--- src/shared/amcfg_pkg.sv ---
// package for the access-window and memory-map block: register map, field
// positions, bus states and the parameter check and decode functions.
// assumes a 32-bit address space cut into sixteen regions of 2^28 bytes.
package amcfg_pkg;
  localparam int AMCFG_WINDOWS = 8;
  localparam int AMCFG_ALIGN_BITS = 6;
  localparam logic [5:0] AMCFG_LOW_ONES = 6'h3F;
  localparam int AMCFG_KB_SHIFT = 10;
  localparam logic [32:0] AMCFG_REGION_SPAN = 33'h0_1000_0000;
  localparam int AMCFG_OFFSET_BITS = 28;

  // register byte offsets
  localparam logic [7:0] AMCFG_REG_CTRL = 8'h00;
  localparam logic [7:0] AMCFG_REG_STATUS = 8'h04;
  localparam logic [7:0] AMCFG_REG_FETCH_FAULT = 8'h08;
  localparam logic [7:0] AMCFG_REG_DATA_FAULT = 8'h0C;
  localparam logic [7:0] AMCFG_REG_FAULT_COUNT = 8'h10;

  localparam int AMCFG_CTRL_CHECK_EN = 0;
  localparam logic [31:0] AMCFG_CTRL_RESET = 32'h0000_0001;
  localparam int AMCFG_ST_WIN_OK = 0;
  localparam int AMCFG_ST_PLACE_OK = 1;
  localparam int AMCFG_ST_IMEM_PRESENT = 2;
  localparam int AMCFG_ST_CACHE_PRESENT = 3;
  localparam int AMCFG_ST_CACHE_PROT = 4;
  localparam int AMCFG_ST_FETCH_FAULT = 5;
  localparam int AMCFG_ST_DATA_FAULT = 6;

  localparam logic [1:0] AMCFG_RESP_OKAY = 2'h0;
  localparam logic [1:0] AMCFG_RESP_SLVERR = 2'h2;

  typedef enum logic [1:0] {AMCFG_W_IDLE = 2'h1, AMCFG_W_RESP = 2'h2} amcfg_wstate_t;
  typedef enum logic [1:0] {AMCFG_R_IDLE = 2'h1, AMCFG_R_DATA = 2'h2} amcfg_rstate_t;

  // mask: low bits all ones, ones packed to the right
  function automatic logic mask_ok(input logic [31:0] m);
    return (m[AMCFG_ALIGN_BITS-1:0] == AMCFG_LOW_ONES) && ((m & (m + 32'h1)) == 32'h0);
  endfunction

  // base: 64-byte aligned and no bit shared with the mask
  function automatic logic base_ok(input logic [31:0] b, input logic [31:0] m);
    return (b[AMCFG_ALIGN_BITS-1:0] == 6'h0) && ((b & m) == 32'h0);
  endfunction

  function automatic logic window_match(input logic en, input logic [31:0] b,
                                        input logic [31:0] m, input logic [31:0] a);
    return en && ((a & ~m) == b);
  endfunction

  function automatic logic [32:0] kb_bytes(input int kb);
    return 33'(kb) << AMCFG_KB_SHIFT;
  endfunction

  // next power of two at or above v
  function automatic logic [32:0] pow2_ceil(input logic [32:0] v);
    logic [32:0] p;
    p = 33'h1;
    for (int i = 0; i < 33; i++) begin
      if (p < v) p = p << 1;
    end
    return p;
  endfunction

  // offset aligned to the size rounded up, block stays within its region
  function automatic logic place_ok(input logic [31:0] off, input int kb);
    logic [32:0] al;
    al = pow2_ceil(kb_bytes(kb));
    return ((33'(off) & (al - 33'h1)) == 33'h0) && (33'(off) + kb_bytes(kb) <= AMCFG_REGION_SPAN);
  endfunction

  function automatic logic [31:0] blk_start(input logic [3:0] region, input logic [31:0] off);
    return {region, off[AMCFG_OFFSET_BITS-1:0]};
  endfunction

  function automatic logic in_block(input logic [31:0] a, input logic [31:0] s, input int kb);
    return (a >= s) && (33'(a - s) < kb_bytes(kb));
  endfunction

  function automatic logic overlap(input logic [31:0] s1, input int kb1,
                                   input logic [31:0] s2, input int kb2);
    return (33'(s1) < 33'(s2) + kb_bytes(kb2)) && (33'(s2) < 33'(s1) + kb_bytes(kb1));
  endfunction
endpackage

--- src/verilog/amcfg_top.sv ---
// access-window protection and memory-map decode for the core's fetch and
// load/store paths, with an AXI4-Lite register slave.
// assumes address requests synchronous to aclk; results appear one cycle later.
// Function
// - window base is 64-byte aligned
// - window mask low six bits ones
// - mask ones contiguous from the bottom
// - base and mask never share a bit
// - eight instruction windows with enable, base, mask
// - eight independent data windows
// - blocks aligned to own size in region
// - odd sizes aligned to next power two
// - blocks never overlap nor cross regions
// - start is region plus aligned offset
// - instruction local memory presence, region, offset, size
// - data local memory region, offset, size incl 48
// - fetch cache presence, size, protection select
// - interrupt control block region, offset, size
//
// The AXI4-Lite interface to the registers and the register offsets were decided locally.
`timescale 1ns/100ps
module amcfg_top import amcfg_pkg::*; #(
  parameter logic [AMCFG_WINDOWS-1:0] INSTR_WINDOW_ENABLE = 8'h00,
  parameter logic [AMCFG_WINDOWS-1:0][31:0] INSTR_WINDOW_BASE = '0,
  parameter logic [AMCFG_WINDOWS-1:0][31:0] INSTR_WINDOW_MASK = {AMCFG_WINDOWS{32'hFFFF_FFFF}},
  parameter logic [AMCFG_WINDOWS-1:0] DATA_WINDOW_ENABLE = 8'h00,
  parameter logic [AMCFG_WINDOWS-1:0][31:0] DATA_WINDOW_BASE = '0,
  parameter logic [AMCFG_WINDOWS-1:0][31:0] DATA_WINDOW_MASK = {AMCFG_WINDOWS{32'hFFFF_FFFF}},
  parameter logic INSTR_LOCAL_MEM_PRESENT = 1'b1,
  parameter logic [3:0] INSTR_LOCAL_MEM_REGION = 4'hE,
  parameter logic [31:0] INSTR_LOCAL_MEM_OFFSET = 32'h0000_0000,
  parameter int INSTR_LOCAL_MEM_SIZE = 64,
  parameter logic [3:0] DATA_LOCAL_MEM_REGION = 4'hF,
  parameter logic [31:0] DATA_LOCAL_MEM_OFFSET = 32'h0000_0000,
  parameter int DATA_LOCAL_MEM_SIZE = 64,
  parameter logic FETCH_CACHE_PRESENT = 1'b1,
  parameter int FETCH_CACHE_SIZE = 16,
  parameter logic FETCH_CACHE_PROTECT_SEL = 1'b0,
  parameter logic [3:0] IRQ_CTRL_REGS_REGION = 4'hF,
  parameter logic [31:0] IRQ_CTRL_REGS_OFFSET = 32'h00C0_0000,
  parameter int IRQ_CTRL_REGS_SIZE = 32
) (
  input wire logic aclk, // clock
  input wire logic aresetn, // synchronous reset, active low
  input wire logic fetch_req_valid, // fetch address present
  input wire logic [31:0] fetch_req_addr, // fetch address
  output logic fetch_resp_valid, // fetch verdict valid
  output logic fetch_allowed, // fetch permitted
  output logic fetch_in_local_mem, // fetch hits instruction local memory
  input wire logic lsu_req_valid, // load/store address present
  input wire logic [31:0] lsu_req_addr, // load/store address
  output logic lsu_resp_valid, // load/store verdict valid
  output logic data_allowed, // load/store permitted
  output logic data_in_local_mem, // hits data local memory
  output logic data_in_irq_ctrl, // hits interrupt control registers
  input wire logic [7:0] s_axil_awaddr, // write address
  input wire logic s_axil_awvalid, // write address valid
  output logic s_axil_awready, // write address ready
  input wire logic [31:0] s_axil_wdata, // write data
  input wire logic [3:0] s_axil_wstrb, // write strobes
  input wire logic s_axil_wvalid, // write data valid
  output logic s_axil_wready, // write data ready
  output logic [1:0] s_axil_bresp, // write response
  output logic s_axil_bvalid, // write response valid
  input wire logic s_axil_bready, // write response ready
  input wire logic [7:0] s_axil_araddr, // read address
  input wire logic s_axil_arvalid, // read address valid
  output logic s_axil_arready, // read address ready
  output logic [31:0] s_axil_rdata, // read data
  output logic [1:0] s_axil_rresp, // read response
  output logic s_axil_rvalid, // read data valid
  input wire logic s_axil_rready // read data ready
);

  localparam logic [31:0] IMEM_START = blk_start(INSTR_LOCAL_MEM_REGION, INSTR_LOCAL_MEM_OFFSET);
  localparam logic [31:0] DMEM_START = blk_start(DATA_LOCAL_MEM_REGION, DATA_LOCAL_MEM_OFFSET);
  localparam logic [31:0] IRQ_START = blk_start(IRQ_CTRL_REGS_REGION, IRQ_CTRL_REGS_OFFSET);

  function automatic logic windows_ok();
    logic ok;
    ok = 1'b1;
    for (int i = 0; i < AMCFG_WINDOWS; i++) begin
      ok &= mask_ok(INSTR_WINDOW_MASK[i]) && mask_ok(DATA_WINDOW_MASK[i]);
      ok &= base_ok(INSTR_WINDOW_BASE[i], INSTR_WINDOW_MASK[i]);
      ok &= base_ok(DATA_WINDOW_BASE[i], DATA_WINDOW_MASK[i]);
    end
    return ok;
  endfunction

  function automatic logic sizes_ok();
    logic ok;
    ok = 1'b1;
    case (INSTR_LOCAL_MEM_SIZE)
      4, 8, 16, 32, 64, 128, 256, 512: ;
      default: ok = 1'b0;
    endcase
    case (DATA_LOCAL_MEM_SIZE)
      4, 8, 16, 32, 48, 64, 128, 256, 512: ;
      default: ok = 1'b0;
    endcase
    case (FETCH_CACHE_SIZE)
      16, 32, 64, 128, 256: ;
      default: ok = 1'b0;
    endcase
    case (IRQ_CTRL_REGS_SIZE)
      32, 64, 128, 256: ;
      default: ok = 1'b0;
    endcase
    return ok;
  endfunction

  function automatic logic placement_ok();
    logic ok;
    ok = place_ok(DATA_LOCAL_MEM_OFFSET, DATA_LOCAL_MEM_SIZE);
    ok &= place_ok(IRQ_CTRL_REGS_OFFSET, IRQ_CTRL_REGS_SIZE);
    ok &= !overlap(DMEM_START, DATA_LOCAL_MEM_SIZE, IRQ_START, IRQ_CTRL_REGS_SIZE);
    if (INSTR_LOCAL_MEM_PRESENT) begin
      ok &= place_ok(INSTR_LOCAL_MEM_OFFSET, INSTR_LOCAL_MEM_SIZE);
      ok &= !overlap(IMEM_START, INSTR_LOCAL_MEM_SIZE, DMEM_START, DATA_LOCAL_MEM_SIZE);
      ok &= !overlap(IMEM_START, INSTR_LOCAL_MEM_SIZE, IRQ_START, IRQ_CTRL_REGS_SIZE);
    end
    return ok;
  endfunction

  localparam logic WIN_OK = windows_ok();
  localparam logic PLACE_OK = sizes_ok() && placement_ok();

  // a build with illegal parameters must not elaborate silently
  if (!WIN_OK) begin : g_bad_windows
    $error("access window base or mask parameter is illegal");
  end
  if (!PLACE_OK) begin : g_bad_placement
    $error("memory placement or size parameter is illegal");
  end

  // window decode; with no window enabled the path is left unrestricted
  logic fetch_win_ok;
  logic data_win_ok;
  always_comb begin
    fetch_win_ok = ~|INSTR_WINDOW_ENABLE;
    data_win_ok = ~|DATA_WINDOW_ENABLE;
    for (int i = 0; i < AMCFG_WINDOWS; i++) begin
      if (window_match(INSTR_WINDOW_ENABLE[i], INSTR_WINDOW_BASE[i], INSTR_WINDOW_MASK[i],
                       fetch_req_addr)) fetch_win_ok = 1'b1;
      if (window_match(DATA_WINDOW_ENABLE[i], DATA_WINDOW_BASE[i], DATA_WINDOW_MASK[i],
                       lsu_req_addr)) data_win_ok = 1'b1;
    end
  end

  logic [31:0] ctrl;
  logic check_en;
  assign check_en = ctrl[AMCFG_CTRL_CHECK_EN];

  logic fetch_hit_imem;
  logic lsu_hit_dmem;
  logic lsu_hit_irq;
  assign fetch_hit_imem = INSTR_LOCAL_MEM_PRESENT &&
                          in_block(fetch_req_addr, IMEM_START, INSTR_LOCAL_MEM_SIZE);
  assign lsu_hit_dmem = in_block(lsu_req_addr, DMEM_START, DATA_LOCAL_MEM_SIZE);
  assign lsu_hit_irq = in_block(lsu_req_addr, IRQ_START, IRQ_CTRL_REGS_SIZE);

  logic fetch_deny;
  logic data_deny;
  assign fetch_deny = fetch_req_valid && check_en && !fetch_win_ok;
  assign data_deny = lsu_req_valid && check_en && !data_win_ok;

  always_ff @(posedge aclk) begin
    if (!aresetn) begin
      fetch_resp_valid <= 1'b0;
      fetch_allowed <= 1'b0;
      fetch_in_local_mem <= 1'b0;
    end else begin
      fetch_resp_valid <= fetch_req_valid;
      fetch_allowed <= fetch_req_valid && !fetch_deny;
      fetch_in_local_mem <= fetch_req_valid && fetch_hit_imem;
    end
  end

  always_ff @(posedge aclk) begin
    if (!aresetn) begin
      lsu_resp_valid <= 1'b0;
      data_allowed <= 1'b0;
      data_in_local_mem <= 1'b0;
      data_in_irq_ctrl <= 1'b0;
    end else begin
      lsu_resp_valid <= lsu_req_valid;
      data_allowed <= lsu_req_valid && !data_deny;
      data_in_local_mem <= lsu_req_valid && lsu_hit_dmem;
      data_in_irq_ctrl <= lsu_req_valid && lsu_hit_irq;
    end
  end

  // AXI4-Lite write side: address and data latched in either order
  amcfg_wstate_t wstate;
  logic aw_held;
  logic w_held;
  logic [7:0] waddr;
  logic [31:0] wdata;
  logic [3:0] wstrb;
  logic do_write;
  assign s_axil_awready = (wstate == AMCFG_W_IDLE) && !aw_held;
  assign s_axil_wready = (wstate == AMCFG_W_IDLE) && !w_held;
  assign do_write = (wstate == AMCFG_W_IDLE) && aw_held && w_held;

  always_ff @(posedge aclk) begin
    if (!aresetn) begin
      wstate <= AMCFG_W_IDLE;
      aw_held <= 1'b0;
      w_held <= 1'b0;
      waddr <= 8'h00;
      wdata <= 32'h0000_0000;
      wstrb <= 4'h0;
      s_axil_bvalid <= 1'b0;
      s_axil_bresp <= AMCFG_RESP_OKAY;
    end else begin
      if (s_axil_awvalid && s_axil_awready) begin
        aw_held <= 1'b1;
        waddr <= s_axil_awaddr;
      end
      if (s_axil_wvalid && s_axil_wready) begin
        w_held <= 1'b1;
        wdata <= s_axil_wdata;
        wstrb <= s_axil_wstrb;
      end
      unique case (wstate)
        AMCFG_W_IDLE: begin
          if (do_write) begin
            aw_held <= 1'b0;
            w_held <= 1'b0;
            s_axil_bvalid <= 1'b1;
            s_axil_bresp <= reg_mapped(waddr) ? AMCFG_RESP_OKAY : AMCFG_RESP_SLVERR;
            wstate <= AMCFG_W_RESP;
          end
        end
        AMCFG_W_RESP: begin
          if (s_axil_bready) begin
            s_axil_bvalid <= 1'b0;
            wstate <= AMCFG_W_IDLE;
          end
        end
      endcase
    end
  end

  function automatic logic reg_mapped(input logic [7:0] a);
    return (a[7:2] <= AMCFG_REG_FAULT_COUNT[7:2]);
  endfunction

  function automatic logic [31:0] apply_strb(input logic [31:0] old, input logic [31:0] d,
                                             input logic [3:0] s);
    logic [31:0] r;
    r = old;
    for (int i = 0; i < 4; i++) begin
      if (s[i]) r[8*i +: 8] = d[8*i +: 8];
    end
    return r;
  endfunction

  logic wr_ctrl;
  logic wr_status;
  logic wr_count;
  assign wr_ctrl = do_write && (waddr[7:2] == AMCFG_REG_CTRL[7:2]);
  assign wr_status = do_write && (waddr[7:2] == AMCFG_REG_STATUS[7:2]) && wstrb[0];
  assign wr_count = do_write && (waddr[7:2] == AMCFG_REG_FAULT_COUNT[7:2]);

  always_ff @(posedge aclk) begin
    if (!aresetn) begin
      ctrl <= AMCFG_CTRL_RESET;
    end else if (wr_ctrl) begin
      ctrl <= apply_strb(ctrl, wdata, wstrb) & AMCFG_CTRL_RESET;
    end
  end

  // fault capture; a new fault in the clearing cycle keeps its flag
  logic fetch_fault;
  logic data_fault;
  logic [31:0] fetch_fault_addr;
  logic [31:0] data_fault_addr;
  logic [31:0] fault_count;
  always_ff @(posedge aclk) begin
    if (!aresetn) begin
      fetch_fault <= 1'b0;
      data_fault <= 1'b0;
      fetch_fault_addr <= 32'h0000_0000;
      data_fault_addr <= 32'h0000_0000;
    end else begin
      if (fetch_deny) begin
        fetch_fault <= 1'b1;
        fetch_fault_addr <= fetch_req_addr;
      end else if (wr_status && wdata[AMCFG_ST_FETCH_FAULT]) begin
        fetch_fault <= 1'b0;
      end
      if (data_deny) begin
        data_fault <= 1'b1;
        data_fault_addr <= lsu_req_addr;
      end else if (wr_status && wdata[AMCFG_ST_DATA_FAULT]) begin
        data_fault <= 1'b0;
      end
    end
  end

  // counter saturates instead of wrapping so a long run never reads as clean
  always_ff @(posedge aclk) begin
    if (!aresetn) begin
      fault_count <= 32'h0000_0000;
    end else if (fetch_deny || data_deny) begin
      if (fault_count != 32'hFFFF_FFFF) fault_count <= fault_count + 32'h1;
    end else if (wr_count) begin
      fault_count <= 32'h0000_0000;
    end
  end

  logic [31:0] status;
  always_comb begin
    status = 32'h0000_0000;
    status[AMCFG_ST_WIN_OK] = WIN_OK;
    status[AMCFG_ST_PLACE_OK] = PLACE_OK;
    status[AMCFG_ST_IMEM_PRESENT] = INSTR_LOCAL_MEM_PRESENT;
    status[AMCFG_ST_CACHE_PRESENT] = FETCH_CACHE_PRESENT;
    status[AMCFG_ST_CACHE_PROT] = FETCH_CACHE_PRESENT && FETCH_CACHE_PROTECT_SEL;
    status[AMCFG_ST_FETCH_FAULT] = fetch_fault;
    status[AMCFG_ST_DATA_FAULT] = data_fault;
  end

  // AXI4-Lite read side
  amcfg_rstate_t rstate;
  assign s_axil_arready = (rstate == AMCFG_R_IDLE);
  always_ff @(posedge aclk) begin
    if (!aresetn) begin
      rstate <= AMCFG_R_IDLE;
      s_axil_rvalid <= 1'b0;
      s_axil_rdata <= 32'h0000_0000;
      s_axil_rresp <= AMCFG_RESP_OKAY;
    end else begin
      unique case (rstate)
        AMCFG_R_IDLE: begin
          if (s_axil_arvalid) begin
            s_axil_rvalid <= 1'b1;
            s_axil_rresp <= reg_mapped(s_axil_araddr) ? AMCFG_RESP_OKAY : AMCFG_RESP_SLVERR;
            case (s_axil_araddr[7:2])
              AMCFG_REG_CTRL[7:2]: s_axil_rdata <= ctrl;
              AMCFG_REG_STATUS[7:2]: s_axil_rdata <= status;
              AMCFG_REG_FETCH_FAULT[7:2]: s_axil_rdata <= fetch_fault_addr;
              AMCFG_REG_DATA_FAULT[7:2]: s_axil_rdata <= data_fault_addr;
              AMCFG_REG_FAULT_COUNT[7:2]: s_axil_rdata <= fault_count;
              default: s_axil_rdata <= 32'h0000_0000;
            endcase
            rstate <= AMCFG_R_DATA;
          end
        end
        AMCFG_R_DATA: begin
          if (s_axil_rready) begin
            s_axil_rvalid <= 1'b0;
            rstate <= AMCFG_R_IDLE;
          end
        end
      endcase
    end
  end

  a_fetch_fault_log: assert property (@(posedge aclk) disable iff (!aresetn)
    fetch_req_valid && check_en && !fetch_win_ok |=>
      fetch_fault && !fetch_allowed && fetch_fault_addr == $past(fetch_req_addr))
    else $error("denied fetch not logged");
  a_check_off_pass: assert property (@(posedge aclk) disable iff (!aresetn)
    fetch_req_valid && !check_en |=> fetch_allowed)
    else $error("fetch refused with checking off");
  a_data_win_verdict: assert property (@(posedge aclk) disable iff (!aresetn)
    lsu_req_valid ##1 lsu_resp_valid |-> data_allowed == (!$past(check_en) ||
      $past(data_win_ok)))
    else $error("data verdict disagrees with windows");
  a_data_mem_hit: assert property (@(posedge aclk) disable iff (!aresetn)
    lsu_req_valid |=> data_in_local_mem == in_block($past(lsu_req_addr), DMEM_START,
      DATA_LOCAL_MEM_SIZE))
    else $error("data local memory decode wrong");
  a_irq_block_hit: assert property (@(posedge aclk) disable iff (!aresetn)
    lsu_req_valid |=> data_in_irq_ctrl == in_block($past(lsu_req_addr), IRQ_START,
      IRQ_CTRL_REGS_SIZE))
    else $error("interrupt control block decode wrong");
  a_imem_absent: assert property (@(posedge aclk) disable iff (!aresetn)
    fetch_req_valid |=> fetch_in_local_mem == (INSTR_LOCAL_MEM_PRESENT &&
      in_block($past(fetch_req_addr), IMEM_START, INSTR_LOCAL_MEM_SIZE)))
    else $error("instruction local memory decode wrong");
  a_no_block_overlap: assert property (@(posedge aclk) disable iff (!aresetn)
    !(data_in_local_mem && data_in_irq_ctrl))
    else $error("two blocks claim one address");
  a_verdict_timing: assert property (@(posedge aclk) disable iff (!aresetn)
    !fetch_req_valid |=> !fetch_resp_valid && !fetch_allowed && !fetch_in_local_mem)
    else $error("fetch verdict without request");
  a_fault_sticky: assert property (@(posedge aclk) disable iff (!aresetn)
    data_fault && !wr_status |=> data_fault)
    else $error("data fault flag dropped");
  a_bvalid_hold: assert property (@(posedge aclk) disable iff (!aresetn)
    s_axil_bvalid && !s_axil_bready |=> s_axil_bvalid && $stable(s_axil_bresp))
    else $error("write response dropped early");

  c_fetch_denied: cover property (@(posedge aclk) disable iff (!aresetn) fetch_deny);
  c_irq_access: cover property (@(posedge aclk) disable iff (!aresetn) data_in_irq_ctrl);
  c_ctrl_write: cover property (@(posedge aclk) disable iff (!aresetn) wr_ctrl);
  c_fault_clear: cover property (@(posedge aclk) disable iff (!aresetn)
    data_fault ##1 !data_fault);

endmodule // amcfg_top

--- config.mk ---
export PLATFORM = sky130hd
export DESIGN_NAME = amcfg_top
export DESIGN_NICKNAME = d
export VERILOG_FILES = /design/src/shared/amcfg_pkg.sv /design/src/verilog/amcfg_top.sv
export SDC_FILE = /design/constraint.sdc
export NUM_CORES = 1
export LEC_CHECK = 0
export BUFFER_PORTS_ARGS = -buffer_cell sky130_fd_sc_hd__buf_2
export CORE_MARGIN = 4
export CORE_UTILIZATION = 35
export CTS_CLUSTER_DIAMETER = 200
export CTS_CLUSTER_SIZE = 14
export DETAILED_ROUTE_END_ITERATION = 8
export GPL_ROUTABILITY_DRIVEN = 0
export PLACE_DENSITY = 0.86
export SLEW_MARGIN = 0
export SYNTH_ARGS = -nofsm -noshare
export SYNTH_HDL_FRONTEND = slang
export SYNTH_SLANG_ARGS = --single-unit
--- constraint.sdc ---
create_clock -name aclk -period 3.3 [get_ports aclk]
set_input_delay 0.33 -clock aclk [delete_from_list [all_inputs] [get_ports aclk]]
set_output_delay 0.33 -clock aclk [all_outputs]
set_load 0.01 [all_outputs]
==> flow_summary.ini <==
[run_status]
run_status = completed

[power_and_ir_drop]
intPower_w = 0.000578
p_leak_nw = 0.964
power_w = 0.000799
power_density_nw_per_um2 = 436
p_comb_share_pct = 25.2
clkPwrFrac_pct = 32.0
swShare_pct = 27.7
pwr-share-seq_pct = 42.8
p_switching_w = 0.000221
ir_drop_mv = 0.173

[logic_synthesis]
syn_inst = 161
synth_edf_count = 0
synthAdderAreaFrac_pct = 3.55
yosysWarnings = 0
ys.flop_type = dfxtp_1
synth_largest_area_cell = dfxtp_1
synth-simple-area-share_pct = 24.9
postSynth.asyncResetShare_pct = 0
synth_compound_area_share_pct = 10.0
yosysSeqAreaShare_pct = 34.1
yosysTopAreaCellShare_pct = 34.1
synth.mux.area_fraction_pct = 5.68
synth_top_family_by_area = simple AND/OR/NAND/NOR gates
postSynthAreaPerCell_sq_um = 8.75
synth_cell_type_count = 42
synth.area.top_cells = dfxtp_1, buf_4, mux2i_1, nor2_1, nor4_1
synth_seq_cells = 24
synth_area_sq_um = 1410
synth_xor_area_share_pct = 0.622

[placed_design]
portBuffers = 89
dpl.hpwl_um = 2990
dp.cells = 291
pre_cts_ws_ps = 1460

[die]
num_rows = 22
boundaryPins = 173
core_area_sq_um = 3770
start_util_pct = 37.4
die_w_um = 71.4
die_area_sq_um = 5100
die_h_um = 71.4

[clocking]
htreeDepth = 1
cts-resized-gates = 0
cts_root_buffer = clkbuf_8
cts_tree = yes
cts-buffers-inserted = 3
clk_path_buf_depth = 2
clock_latency_ps = 270
cts.sinks = 24
clk_pin_slew_ps = 80
hold_buffers = 0
post_cts_buffers = 0

[global_routing]
grt_usage_pct = 12.5
grt_overflow = 0
antenna_found_initial = 0
grt_pass1_wl_um = 5200
grt_max_degree = 15
grt_pass1_vias = 1235

[setup_path]
critPathMaxStageDelay_ps = 360
cpMaxStageDelayCell = a2111oi_2
cp-end-kind = register
critical_path_required_ps = 3460
cp_max_fo = 4
critical_path_class = in -> reg
start_kind = input pin
worstPathArrival_ps = 1720
worstPathCellList = buf_2, ha_1, or3b_1, a221o_1, a2111oi_2

[timing]
fin_skew_ps = 10.4
worst_pin_slew_ps = 618
fmax_ghz = 0.637
slew_headroom_pct = 58.4
fin_crit_ps = 1570
rsz0062_at_grt = no
hold_viol = 0
finalCritPeriodShare_pct = 47.6
setup_viol = 0
setup_ws_ps = 1730
setup_tns_ps = 0
drv_slew = 0

[detailed_routing]
first_pass_iters = 4
vias = 1351
totalWireLength_um = 3440
wl_per_cell_um = 11.7
viasPerCell = 4.58
drc = 0
ant_nets = 0
drtIter0Drc = 27

[cells_and_area]
fillers = 373
drive_above_1_share_pct = 40.1
synthToLayoutAreaGrowth_pct = 30.2
stdcell_count = 295
n_antenna_cell = 0
nNetsFinal = 377

[worst_hold_path]
min_path_type = in -> reg

[flow_run]
maxCapViolations = 0
critical path, delay by kind of cell:
| kind | cells | cell delay (ps) |
|---|---|---|
| and+or+nand+nor | 1 | 350 |
| AOI/OAI and AO/OA | 2 | 700 |
| buffers and inverters | 1 | 120 |
| adders and majority gates | 1 | 220 |
cell usage in the layout, fill, tap and decap left out, drive strengths merged, types with 2 or more instances in the layout:
cell type / n
ha: 4
nor4bb: 2
or2: 2
o21ai: 2
a41o: 2
nand3: 3
dfxtp: 24
clkbuf: 3
and3: 3
nor4: 11
nor2: 19
nand2: 7
mux2i: 8
or3b: 2
and2: 4
a221oi: 2
conb: 30
inv: 7
buf: 90
logic make-up (layout without fill, tap and decap cells):
kind of cell / after synthesis / count (layout)
AO/OA/AOI/OAI: 16 / 16
AND/OR/NAND/NOR: 63 / 63
XOR/XNOR: 1 / 1
flip-flops: 24 / 24
buffers and inverters: 44 / 101
adder cells (fa/ha/maj): 4 / 4
multiplexers: 8 / 8
other: 1 / 30
area by class of cell:
class                           count  area (sq um)  area share [%]
Multi-Input combinational cell    122           743            40.5
Sequential cell                    24           480            26.2
Timing Repair Buffer               90           453            24.7
Tap cell                           48          60.1            3.27
Clock buffer                        3          41.3            2.25
Clock inverter                      1          30.0            1.64
Inverter                            7          26.3            1.43
flip-flops by register name, indices dropped and copies added (netlist names):
register / cells
s_axil_rdata: 2
ctrl: 1
s_axil_bresp: 1
s_axil_rresp: 1
rstate: 1
data_in_local_mem: 1
waddr: 6
fetch_in_local_mem: 1
data_allowed: 1
aw_held: 1
data_in_irq_ctrl: 1
s_axil_bvalid: 1
w_held: 1
fetch_allowed: 1
s_axil_rvalid: 1
wdata: 1
wstrb: 1
wstate: 1
metal layers:
| layer | global-route usage, % | share of wire, % | vias to the layer above |
|---|---|---|---|
| li1 | - | - | 678 |
| met1 | 13.7 | 37 | 608 |
| met2 | 23.1 | 51 | 63 |
| met3 | 2.52 | 11 | 2 |
| met4 | 5.01 | 0.84 | 0 |
| met5 | 0 | 0 | - |
power groups by stage:
stage | sequential (W) | clock, W | combinational (W)
floorplan | 0.000347 | 0 | 0.000146
global placement | 0.000347 | 0 | 0.000197
detailed placement | 0.000349 | 0 | 0.000203
CTS | 0.000342 | 0.000264 | 0.000203
global route | 0.000348 | 0.000274 | 0.000226
finish | 0.000342 | 0.000255 | 0.000201
synthesized netlist by cell type (3+ instances only):
library cell and count:
and2_1 4, and3_1 3, buf_4 34, dfxtp_1 24, ha_1 4, inv_1 7
mux2i_1 8, nand2_1 7, nand3_1 3, nor2_1 19, nor4_1 11
path summary, 6_finish.rpt:
kind | cells past startpoint | end | start | slack [ps]
worst max register to register | 3 | ctrl[0]$_SDFFE_PN1P_ | waddr[4]$_SDFFE_PN0P_ | 1810
worst min-delay path | 2 | data_allowed$_SDFF_PN0_ | lsu_req_valid | 280
worst max-delay path | 5 | data_in_irq_ctrl$_SDFF_PN0_ | lsu_req_addr[22] | 1730
worst min register to register | 2 | s_axil_rresp[1]$_SDFFE_PN0P_ | s_axil_rresp[1]$_SDFFE_PN0P_ | 480
through the flow:
step                      hold WS, ps  area, sq um  utilization [%]
after floorplan                   435         1520                -
after global placement            446         1760             46.7
after detailed placement          464         1760             46.7
after CTS                         273         1830             48.6
after global routing              284         1830             48.6
final                             278         1830             48.6
Power figures use the tool's default switching activity.
